**src/inc/bfs_consts.vh**
```
`ifndef BFS_CONSTS_VH
`define BFS_CONSTS_VH

// clock period in ns
`define BFS_CLK_NS      100
// forced-off interval of the wait state, ms
`define BFS_WAIT_MS     500
// power-good timeout, us
`define BFS_POK_TO_US   1000

// register offsets
`define BFS_ADDR_INT    8'h00
`define BFS_ADDR_MSK    8'h01
`define BFS_ADDR_STAT   8'h02
`define BFS_ADDR_CFG    8'h03
`define BFS_ADDR_EN     8'h04
`define BFS_ADDR_FSM0   8'h05
`define BFS_ADDR_FSM1   8'h06

// interrupt status and mask bit positions
`define BFS_INT_LOW     0
`define BFS_INT_OVT     1
`define BFS_INT_OLF     2
`define BFS_INT_SHF     4
`define BFS_INT_W       6

// config and status bit positions
`define BFS_CFG_AUTO    0
`define BFS_STAT_LOW    0
`define BFS_STAT_OVT    1
`define BFS_STAT_GOOD   2
`define BFS_STAT_PIN    4

// reset values
`define BFS_MSK_RST     6'h00
`define BFS_AUTO_RST    1'b0
`define BFS_EN_RST      2'h0

`endif

```
**src/bfs_top.v**
```verilog
// Function
// - a supply undervoltage trip disables both outputs, sets supply_low_flag, resets all config and goes to output-off.
// - an enabled output falling below the falling power-good level sets its output_low_fault_flag.
// - an enabled output kept under the rising power-good level past the timeout is disabled and its config reset.
// - an enabled output below the short threshold is disabled, sets short_fault_flag and has its config reset.
// - a thermal trip disables all outputs, sets overtemp_flag and resets all config.
// - power-good and short results are ignored while a converter ramps up or down.
// - after a timeout, short or thermal fault the converter goes from reset to held-off or wait by auto_restart_sel.
// - in held-off the converter stays off until pin, bit and overtemp_status are all low, then goes to output-off.
// - in wait the converter stays off for 500 ms, then goes to output-off once overtemp_status is clear.
// - entering output-off from wait with the enable still true starts soft-start and moves to output-on.
// - each of the two converters has its own independently triggered fault state machine.
// - each power_good_pin is an active-high open-drain indication of output quality.
// - when unmasked, output_low_fault_flag sets on every 1 to 0 change of output_good_status.
// - output_good_status rises only after soft-start and above the rising level, and falls below the falling level.
`timescale 1ns/1ps
`include "bfs_consts.vh"

module bfs_top #(
  parameter [22:0] WAIT_CYCLES = `BFS_WAIT_MS * 1000000 / `BFS_CLK_NS,
  parameter [22:0] POK_CYCLES  = `BFS_POK_TO_US * 1000 / `BFS_CLK_NS
) (
  input  wire       sys_clk_i,
  input  wire       rstn_i,
  input  wire [7:0] reg_addr_i,
  input  wire [7:0] reg_wdata_i,
  input  wire       reg_wr_i,
  input  wire       reg_rd_i,
  output wire [7:0] reg_rdata_o,
  input  wire       supply_low_i,
  input  wire       overtemp_i,
  input  wire [1:0] output_enable_pin_i,
  input  wire [1:0] ramping_i,
  input  wire [1:0] above_rise_i,
  input  wire [1:0] below_fall_i,
  input  wire [1:0] below_short_i,
  output wire [1:0] buck_enable_o,
  output wire [1:0] cfg_reset_o,
  input  wire [1:0] power_good_pin_i,
  output wire [1:0] power_good_pin_o,
  output wire [1:0] power_good_pin_oe_o,
  output wire       irq_o
);

  //////////////////////////////////////////////////////////////////////////////
  // declarations

  reg  [5:0] msk_q;
  reg  [5:0] msk_d;
  reg        auto_q;
  reg        auto_d;
  reg  [1:0] enbit_q;
  reg  [1:0] enbit_d;
  reg  [7:0] rdata_q;
  reg  [7:0] rdata_d;
  reg        low_prev_q;
  reg        ovt_prev_q;
  reg        irq_q;
  reg  [1:0] pgoe_q;
  wire [5:0] int_flags;
  wire [5:0] int_set;
  wire [5:0] int_clr;
  wire       low_rise;
  wire       ovt_rise;
  wire [1:0] conv_cfg_rst;
  wire [1:0] good;
  wire [1:0] good_fall;
  wire [1:0] short_evt;
  wire [4:0] state0;
  wire [4:0] state1;
  wire [1:0] olf_set;

  //////////////////////////////////////////////////////////////////////////////
  // one fault machine per converter

  // converter 0, triggered only by its own monitors and the shared trips
  bfs_conv_fsm #(
    .WAIT_CYCLES (WAIT_CYCLES),
    .POK_CYCLES  (POK_CYCLES)
  ) u_fsm0 (
    .sys_clk_i      (sys_clk_i),
    .rstn_i         (rstn_i),
    .supply_low_i   (supply_low_i),
    .overtemp_i     (overtemp_i),
    .auto_restart_i (auto_q),
    .enable_pin_i   (output_enable_pin_i[0]),
    .enable_bit_i   (enbit_q[0]),
    .ramping_i      (ramping_i[0]),
    .above_rise_i   (above_rise_i[0]),
    .below_fall_i   (below_fall_i[0]),
    .below_short_i  (below_short_i[0]),
    .out_enable_o   (buck_enable_o[0]),
    .cfg_reset_o    (conv_cfg_rst[0]),
    .good_o         (good[0]),
    .good_fall_o    (good_fall[0]),
    .short_evt_o    (short_evt[0]),
    .state_o        (state0)
  );

  // converter 1, same machine, independent state
  bfs_conv_fsm #(
    .WAIT_CYCLES (WAIT_CYCLES),
    .POK_CYCLES  (POK_CYCLES)
  ) u_fsm1 (
    .sys_clk_i      (sys_clk_i),
    .rstn_i         (rstn_i),
    .supply_low_i   (supply_low_i),
    .overtemp_i     (overtemp_i),
    .auto_restart_i (auto_q),
    .enable_pin_i   (output_enable_pin_i[1]),
    .enable_bit_i   (enbit_q[1]),
    .ramping_i      (ramping_i[1]),
    .above_rise_i   (above_rise_i[1]),
    .below_fall_i   (below_fall_i[1]),
    .below_short_i  (below_short_i[1]),
    .out_enable_o   (buck_enable_o[1]),
    .cfg_reset_o    (conv_cfg_rst[1]),
    .good_o         (good[1]),
    .good_fall_o    (good_fall[1]),
    .short_evt_o    (short_evt[1]),
    .state_o        (state1)
  );

  //////////////////////////////////////////////////////////////////////////////
  // trip edges and config reset

  // comparator edges raise the global flags once per trip
  assign low_rise = supply_low_i & ~low_prev_q;
  assign ovt_rise = overtemp_i & ~ovt_prev_q;

  // config defaults: all on supply or thermal trip, one on its own fault
  assign cfg_reset_o[0] = conv_cfg_rst[0] | supply_low_i | ovt_rise;
  assign cfg_reset_o[1] = conv_cfg_rst[1] | supply_low_i | ovt_rise;

  //////////////////////////////////////////////////////////////////////////////
  // interrupt flags

  // output-low flag only sets while its mask bit is clear
  assign olf_set = good_fall & ~msk_q[`BFS_INT_OLF+1:`BFS_INT_OLF];

  // event collection into the sticky status group
  assign int_set[`BFS_INT_LOW]                 = low_rise;
  assign int_set[`BFS_INT_OVT]                 = ovt_rise;
  assign int_set[`BFS_INT_OLF+1:`BFS_INT_OLF]  = olf_set;
  assign int_set[`BFS_INT_SHF+1:`BFS_INT_SHF]  = short_evt;

  // a read of the interrupt status register clears it
  assign int_clr = (reg_rd_i && reg_addr_i == `BFS_ADDR_INT) ? 6'h3F : 6'h00;

  bfs_flag #(
    .W (`BFS_INT_W)
  ) u_int (
    .sys_clk_i (sys_clk_i),
    .rstn_i    (rstn_i),
    .set_i     (int_set),
    .clr_i     (int_clr),
    .flag_o    (int_flags)
  );

  //////////////////////////////////////////////////////////////////////////////
  // register writes

  // software writes, hardware config reset wins over a same-cycle write
  always @* begin
    msk_d   = msk_q;
    auto_d  = auto_q;
    enbit_d = enbit_q;
    if (reg_wr_i) begin
      case (reg_addr_i)
        `BFS_ADDR_MSK: begin
          msk_d = reg_wdata_i[5:0];
        end
        `BFS_ADDR_CFG: begin
          auto_d = reg_wdata_i[`BFS_CFG_AUTO];
        end
        `BFS_ADDR_EN: begin
          enbit_d = reg_wdata_i[1:0];
        end
        default: begin
          msk_d = msk_q;
        end
      endcase
    end
    if (cfg_reset_o[0]) begin
      enbit_d[0] = 1'b0;
    end
    if (cfg_reset_o[1]) begin
      enbit_d[1] = 1'b0;
    end
  end

  //////////////////////////////////////////////////////////////////////////////
  // register reads

  // read data stand in the cycle after the strobe, zero otherwise
  always @* begin
    rdata_d = 8'h00;
    if (reg_rd_i) begin
      case (reg_addr_i)
        `BFS_ADDR_INT: begin
          rdata_d = {2'h0, int_flags};
        end
        `BFS_ADDR_MSK: begin
          rdata_d = {2'h0, msk_q};
        end
        `BFS_ADDR_STAT: begin
          rdata_d = {2'h0, power_good_pin_i, good, overtemp_i, supply_low_i};
        end
        `BFS_ADDR_CFG: begin
          rdata_d = {7'h00, auto_q};
        end
        `BFS_ADDR_EN: begin
          rdata_d = {6'h00, enbit_q};
        end
        `BFS_ADDR_FSM0: begin
          rdata_d = {3'h0, state0};
        end
        `BFS_ADDR_FSM1: begin
          rdata_d = {3'h0, state1};
        end
        default: begin
          rdata_d = 8'h00;
        end
      endcase
    end
  end

  //////////////////////////////////////////////////////////////////////////////
  // storage

  // registers, edge detectors, interrupt and pin drivers
  always @(posedge sys_clk_i or negedge rstn_i) begin
    if (!rstn_i) begin
      msk_q      <= `BFS_MSK_RST;
      auto_q     <= `BFS_AUTO_RST;
      enbit_q    <= `BFS_EN_RST;
      rdata_q    <= 8'h00;
      low_prev_q <= 1'b0;
      ovt_prev_q <= 1'b0;
      irq_q      <= 1'b0;
      pgoe_q     <= 2'h3;
    end else begin
      msk_q      <= msk_d;
      auto_q     <= auto_d;
      enbit_q    <= enbit_d;
      rdata_q    <= rdata_d;
      low_prev_q <= supply_low_i;
      ovt_prev_q <= overtemp_i;
      irq_q      <= |(int_set | (int_flags & ~int_clr)) & |((int_set | (int_flags & ~int_clr)) & ~msk_q);
      pgoe_q     <= ~good;
    end
  end

  //////////////////////////////////////////////////////////////////////////////
  // outputs

  // open drain: pull low while not good, release so the pull-up shows high
  assign power_good_pin_o    = 2'h0;
  assign power_good_pin_oe_o = pgoe_q;
  assign reg_rdata_o         = rdata_q;
  assign irq_o               = irq_q;

endmodule

```
**src/bfs_flag.v**
```verilog
`timescale 1ns/1ps
////////////////////////////////////////////////////////////////////////////////
// sticky flag group: set wins over clear in the same cycle
module bfs_flag #(
  parameter W = 6
) (
  input  wire         sys_clk_i,
  input  wire         rstn_i,
  input  wire [W-1:0] set_i,
  input  wire [W-1:0] clr_i,
  output wire [W-1:0] flag_o
);

  reg [W-1:0] flag_q;
  wire [W-1:0] flag_d;

  // clear first, then set, so a simultaneous event is kept
  assign flag_d = (flag_q & ~clr_i) | set_i;
  assign flag_o = flag_q;

  // flag storage
  always @(posedge sys_clk_i or negedge rstn_i) begin
    if (!rstn_i) begin
      flag_q <= {W{1'b0}};
    end else begin
      flag_q <= flag_d;
    end
  end

endmodule

```
**src/bfs_conv_fsm.v**
```verilog
`timescale 1ns/1ps
////////////////////////////////////////////////////////////////////////////////
// fault state machine of one converter
module bfs_conv_fsm #(
  parameter [22:0] WAIT_CYCLES = 23'h4C4B40,
  parameter [22:0] POK_CYCLES  = 23'h002710
) (
  input  wire       sys_clk_i,
  input  wire       rstn_i,
  input  wire       supply_low_i,
  input  wire       overtemp_i,
  input  wire       auto_restart_i,
  input  wire       enable_pin_i,
  input  wire       enable_bit_i,
  input  wire       ramping_i,
  input  wire       above_rise_i,
  input  wire       below_fall_i,
  input  wire       below_short_i,
  output wire       out_enable_o,
  output wire       cfg_reset_o,
  output wire       good_o,
  output wire       good_fall_o,
  output wire       short_evt_o,
  output wire [4:0] state_o
);

  localparam [4:0] ST_OFF  = 5'h01;
  localparam [4:0] ST_ON   = 5'h02;
  localparam [4:0] ST_RST  = 5'h04;
  localparam [4:0] ST_HELD = 5'h08;
  localparam [4:0] ST_WAIT = 5'h10;

  reg  [4:0]  st_q;
  reg  [4:0]  st_d;
  reg  [22:0] cnt_q;
  reg  [22:0] cnt_d;
  reg         good_q;
  reg         good_d;
  reg         fall_q;
  reg         short_q;
  reg         short_d;
  wire        en_req;
  wire        monitor;
  wire        pok_to;

  // either the pin or the bit requests the output
  assign en_req  = enable_pin_i | enable_bit_i;
  // comparators ignored while ramping
  assign monitor = (st_q == ST_ON) && !ramping_i;
  assign pok_to  = monitor && !above_rise_i && (cnt_q == POK_CYCLES);

  // next state, shared counter, good level
  always @* begin
    st_d    = st_q;
    cnt_d   = 23'h000000;
    short_d = 1'b0;
    good_d  = good_q;
    if (st_q != ST_ON) begin
      good_d = 1'b0;
    end else if (monitor && below_fall_i) begin
      good_d = 1'b0;
    end else if (monitor && above_rise_i) begin
      good_d = 1'b1;
    end
    case (st_q)
      ST_OFF: begin
        if (en_req && !overtemp_i) begin
          st_d = ST_ON;
        end
      end
      ST_ON: begin
        if (monitor && !above_rise_i) begin
          cnt_d = cnt_q + 23'h000001;
        end
        if (overtemp_i) begin
          st_d = ST_RST;
        end else if (monitor && below_short_i) begin
          st_d    = ST_RST;
          short_d = 1'b1;
        end else if (pok_to) begin
          st_d = ST_RST;
        end else if (!en_req) begin
          st_d = ST_OFF;
        end
      end
      ST_RST: begin
        st_d = auto_restart_i ? ST_WAIT : ST_HELD;
      end
      ST_HELD: begin
        if (!enable_pin_i && !enable_bit_i && !overtemp_i) begin
          st_d = ST_OFF;
        end
      end
      ST_WAIT: begin
        cnt_d = (cnt_q == WAIT_CYCLES) ? cnt_q : cnt_q + 23'h000001;
        if ((cnt_q == WAIT_CYCLES) && !overtemp_i) begin
          st_d = ST_OFF;
        end
      end
      default: begin
        st_d = ST_OFF;
      end
    endcase
    if (supply_low_i) begin
      st_d  = ST_OFF;
      cnt_d = 23'h000000;
    end
  end

  // state registers, output-off after reset
  always @(posedge sys_clk_i or negedge rstn_i) begin
    if (!rstn_i) begin
      st_q    <= ST_OFF;
      cnt_q   <= 23'h000000;
      good_q  <= 1'b0;
      fall_q  <= 1'b0;
      short_q <= 1'b0;
    end else begin
      st_q    <= st_d;
      cnt_q   <= cnt_d;
      good_q  <= good_d;
      fall_q  <= good_q & ~good_d;
      short_q <= short_d;
    end
  end

  assign out_enable_o = (st_q == ST_ON);
  assign cfg_reset_o  = (st_q == ST_RST);
  assign good_o       = good_q;
  assign good_fall_o  = fall_q;
  assign short_evt_o  = short_q;
  assign state_o      = st_q;

endmodule

```
**config.mk**
```make
export PLATFORM = sky130hd
export DESIGN_NAME = bfs_top
export DESIGN_NICKNAME = d
export VERILOG_FILES = /design/src/bfs_top.v /design/src/bfs_flag.v /design/src/bfs_conv_fsm.v
export VERILOG_INCLUDE_DIRS = /design/src /design/src/inc
export SDC_FILE = /design/constraint.sdc
export NUM_CORES = 1
export LEC_CHECK = 0
export CAP_MARGIN = 10
export CORE_MARGIN = 2
export CORE_UTILIZATION = 41
export CTS_CLUSTER_SIZE = 10
export DETAILED_ROUTE_END_ITERATION = 12
export DONT_BUFFER_PORTS = 1
export GPL_ROUTABILITY_DRIVEN = 0
export PLACE_DENSITY_LB_ADDON = 0.25
export SLEW_MARGIN = 20
export SYNTH_ARGS = -nofsm -noshare
export SYNTH_HDL_FRONTEND = slang
export SYNTH_SLANG_ARGS = --single-unit
```
**constraint.sdc**
```tcl
create_clock -name sys_clk_i -period 1.8 [get_ports sys_clk_i]
set_input_delay 0 -clock sys_clk_i [delete_from_list [all_inputs] [get_ports sys_clk_i]]
set_output_delay 0 -clock sys_clk_i [all_outputs]
set_load 0.05 [all_outputs]
```
==> flow_metrics.env <==
export IMPL_synth_largest_area_cell="dfrtp_1"
export IMPL_async_reset_ff_frac=1.00
export IMPL_grt_busiest_layer="met2"
export IMPL_status="complete, but fails checks"
export IMPL_htreeDepth=3
export IMPL_grt_max_degree=89
export IMPL_synth_top_cell_area_share=0.455
export IMPL_rsz0062_at_grt="true"
export IMPL_dr_pass1_iters=5
export IMPL_instances_no_fill=709
export IMPL_drt_iter0_drc=324
export IMPL_nNetsFinal=602
export IMPL_netlist_top_cells_count="dfrtp_1 (84), nor2_1 (75), xor2_1 (28), nand3_1 (26), inv_1 (24)"
export IMPL_io_pins=51
export IMPL_setup_tns_ns=-0.300
export IMPL_clock_sinks=88
export IMPL_post_route_period_util=1.08
export IMPL_start_kind="register"
export IMPL_required_ns=2.02
export IMPL_clk_pin_slew_ns=0.07
export IMPL_numCtsBuffers=9
export IMPL_tightest_slew_ns=0.539
export IMPL_synth_cell_area_sq_mm=0.00462
export IMPL_ys_warn_count=0
export IMPL_fin_ws_ns=-0.137
export IMPL_design_core_area_sq_mm=0.0109
export IMPL_vias_per_cell=5.53
export IMPL_slowest_stage="or4_4"
export IMPL_grt_pass1_wl_microns=18800
export IMPL_drc=0
export IMPL_synth_ff_type="dfrtp_1"
export IMPL_r2r_slack_ns=-0.14
export IMPL_ys_types=59
export IMPL_avgSynthCellArea_sq_um=9.76
export IMPL_die_area_sq_mm=0.0121
export IMPL_crit_path_cell_trace="buf_4 -> ha_4 -> nand3_2 -> or3_4 -> or4_4 -> xor2_1 -> nor2_1"
export IMPL_grtUsageMet3=0.0335
export IMPL_cp_num_buf_inv=1
export IMPL_slew_limit_headroom=0.639
export IMPL_cts_tree="yes"
export IMPL_grt_pass1_vias=3951
export IMPL_grt_total_usage=0.202
export IMPL_setup_viol=4
export IMPL_cp_top_family="simple AND/OR/NAND/NOR gates"
export IMPL_ys_seq_area_frac=0.478
export IMPL_worstPathMaxFanout=5
export IMPL_synth_edf_count=0
export IMPL_overflow=0
export IMPL_ys_ff_latch=88
export IMPL_drive_above_1_share=0.258
export IMPL_clockRootBuffer="clkbuf_16"
export IMPL_crit_type="reg2reg"
export IMPL_max_cap_violations=0
export IMPL_drv_slew=0
export IMPL_timing_fmax_mhz=516
export IMPL_wl_per_cell_microns=16.8
export IMPL_port_buffers=0
export IMPL_grt_antenna_before_repair=0
export IMPL_power_density_mw_per_mm2=803
export IMPL_synthTopCellsByArea="dfrtp_1 (46%), nor2_1 (6.1%), xor2_1 (5.3%)"
export IMPL_crit_path_max_incr_delay_ns=0.43
export IMPL_yosysMostFrequentCell="dfrtp_1"
export IMPL_die_w_microns=110
export IMPL_wirelength_microns=11900
export IMPL_p_leak_nw=2.56
export IMPL_ir_worst_vdd_v=0.000661
export IMPL_hpwl_microns=8020
export IMPL_synth_cells=473
export IMPL_cts_hold_buf=30
export IMPL_initial_utilization=0.422
export IMPL_whs_ns=-0.653
export IMPL_rows=38
export IMPL_clock_latency_ns=0.34
export IMPL_worst_ep_arrival_time_ns=2.16
export IMPL_diodes=0
export IMPL_fillers=969
export IMPL_violations="hold timing, setup timing"
export IMPL_endpoint_kind="register"
export IMPL_power_mw=4.87
export IMPL_use_met2=0.337
export IMPL_die_h_microns=110
export IMPL_hold_violations=99
export IMPL_syn2layout_area_growth_pct=31.2
export IMPL_max_clock_path_buffers=2
export IMPL_finalCriticalPeriod_ns=1.94
export IMPL_dpl_cell_count=653
export IMPL_num_vias=3921
export IMPL_drtAntennaViolNets=0
export IMPL_hold_class="in2async"
export IMPL_use_met1=0.261
export IMPL_finClkSkew_ns=0.0100
==> cell usage in the layout, fill, tap and decap left out, drive strengths merged, types with 8 or more instances in the layout <==
cell         count
nand3           27
nand2           23
nor4b            8
xnor2           10
dfrtp           84
xor2            28
o21ai           12
buf             67
mux2i           13
clkbuf          11
dlygate4sd3     29
inv             24
nor2            75
nand4           13
a21oi           17
mux2             8
nor3             9
==> worst paths after layout <==
check                                         from                  to  cells past startpoint
worst min register to register  u_fsm1.short_evt_o     u_int.flag_o[5]                      1
worst max register to register     u_fsm0.cnt_q[0]    u_fsm0.cnt_q[22]                      7
min in group sys_clk_i                supply_low_i          low_prev_q                      0
worst max-delay path               u_fsm0.cnt_q[0]    u_fsm0.cnt_q[22]                      7
worst min-delay path                        rstn_i  u_fsm0.short_evt_o                      0
max in group asynchronous                   rstn_i   u_fsm1.state_o[0]                      0
==> routing by layer <==
metal  up-vias  wire, microns  part of all wire
met5         -              0                 0
met4         0            274             0.023
met3        21            466             0.039
met2        89           6010              0.50
met1      1954           5170              0.43
li1       1857              -                 -
==> sequential cells by signal (all words and copies together) (netlist names), 2 cells and up <==
register	cells
u_int.flag_o	6
msk_q	6
enbit_q	2
power_good_pin_oe_o	2
u_fsm0.cnt_q	23
u_fsm0.state_o	5
u_fsm1.state_o	5
u_fsm1.cnt_q	23
reg_rdata_o	6
==> worst reg2reg max path: cells and delay by family (launching register included) <==
kind                       cells  cell delay [ns]
xor gates and xnor gates       1             0.17
buffers and inverters          1             0.17
DFF                            1             0.37
and+or+nand+nor                4             0.96
adders and majority gates      1             0.15
==> what timing repair did <==
action,in CTS,in global routing
pin swaps,5,16
setup buffers,11,2
endpoints found under the setup margin,19,30
hold endpoints to repair,129,94
resized for setup,19,34
==> final cells by class <==
cell class | instances | area (sq um) | area share
Clock buffer | 11 | 253 | 0.0417
Clock inverter | 5 | 55.1 | 0.00909
Inverter | 24 | 90.1 | 0.0149
Multi-Input combinational cell | 344 | 2470 | 0.408
Sequential cell | 88 | 2210 | 0.364
Tap cell | 140 | 175 | 0.0289
Timing Repair Buffer | 97 | 806 | 0.133
==> power breakdown <==
group	total (mW)	switching, mW	internal [mW]	leakage (nW)
combinational	0.723	0.384	0.339	1.23
clock	1.93	0.785	1.15	0.148
sequential	2.21	0.115	2.10	1.18
==> cell families (layout without fill, tap and decap cells) <==
group,count (synthesis),count (layout),synth area share
other,1,4,0.000812
and+or+nand+nor,211,211,0.248
DFF,88,88,0.478
muxes,22,22,0.0526
buffers and inverters,44,137,0.0407
AOI/OAI and AO/OA,65,65,0.0968
adders and majority gates,4,4,0.0108
xor gates and xnor gates,38,38,0.0721
==> metrics by stage <==
stage               area [sq um]  utilization  setup WS [ns]
floorplan                   4630            -         -0.114
global route                6060        0.554         -0.204
global placement            5140        0.470         -0.129
finish                      6060        0.554         -0.137
CTS                         5920        0.541         -0.102
detailed placement          5140        0.470         -0.182
Note: power is estimated with default switching activity, not from simulation.
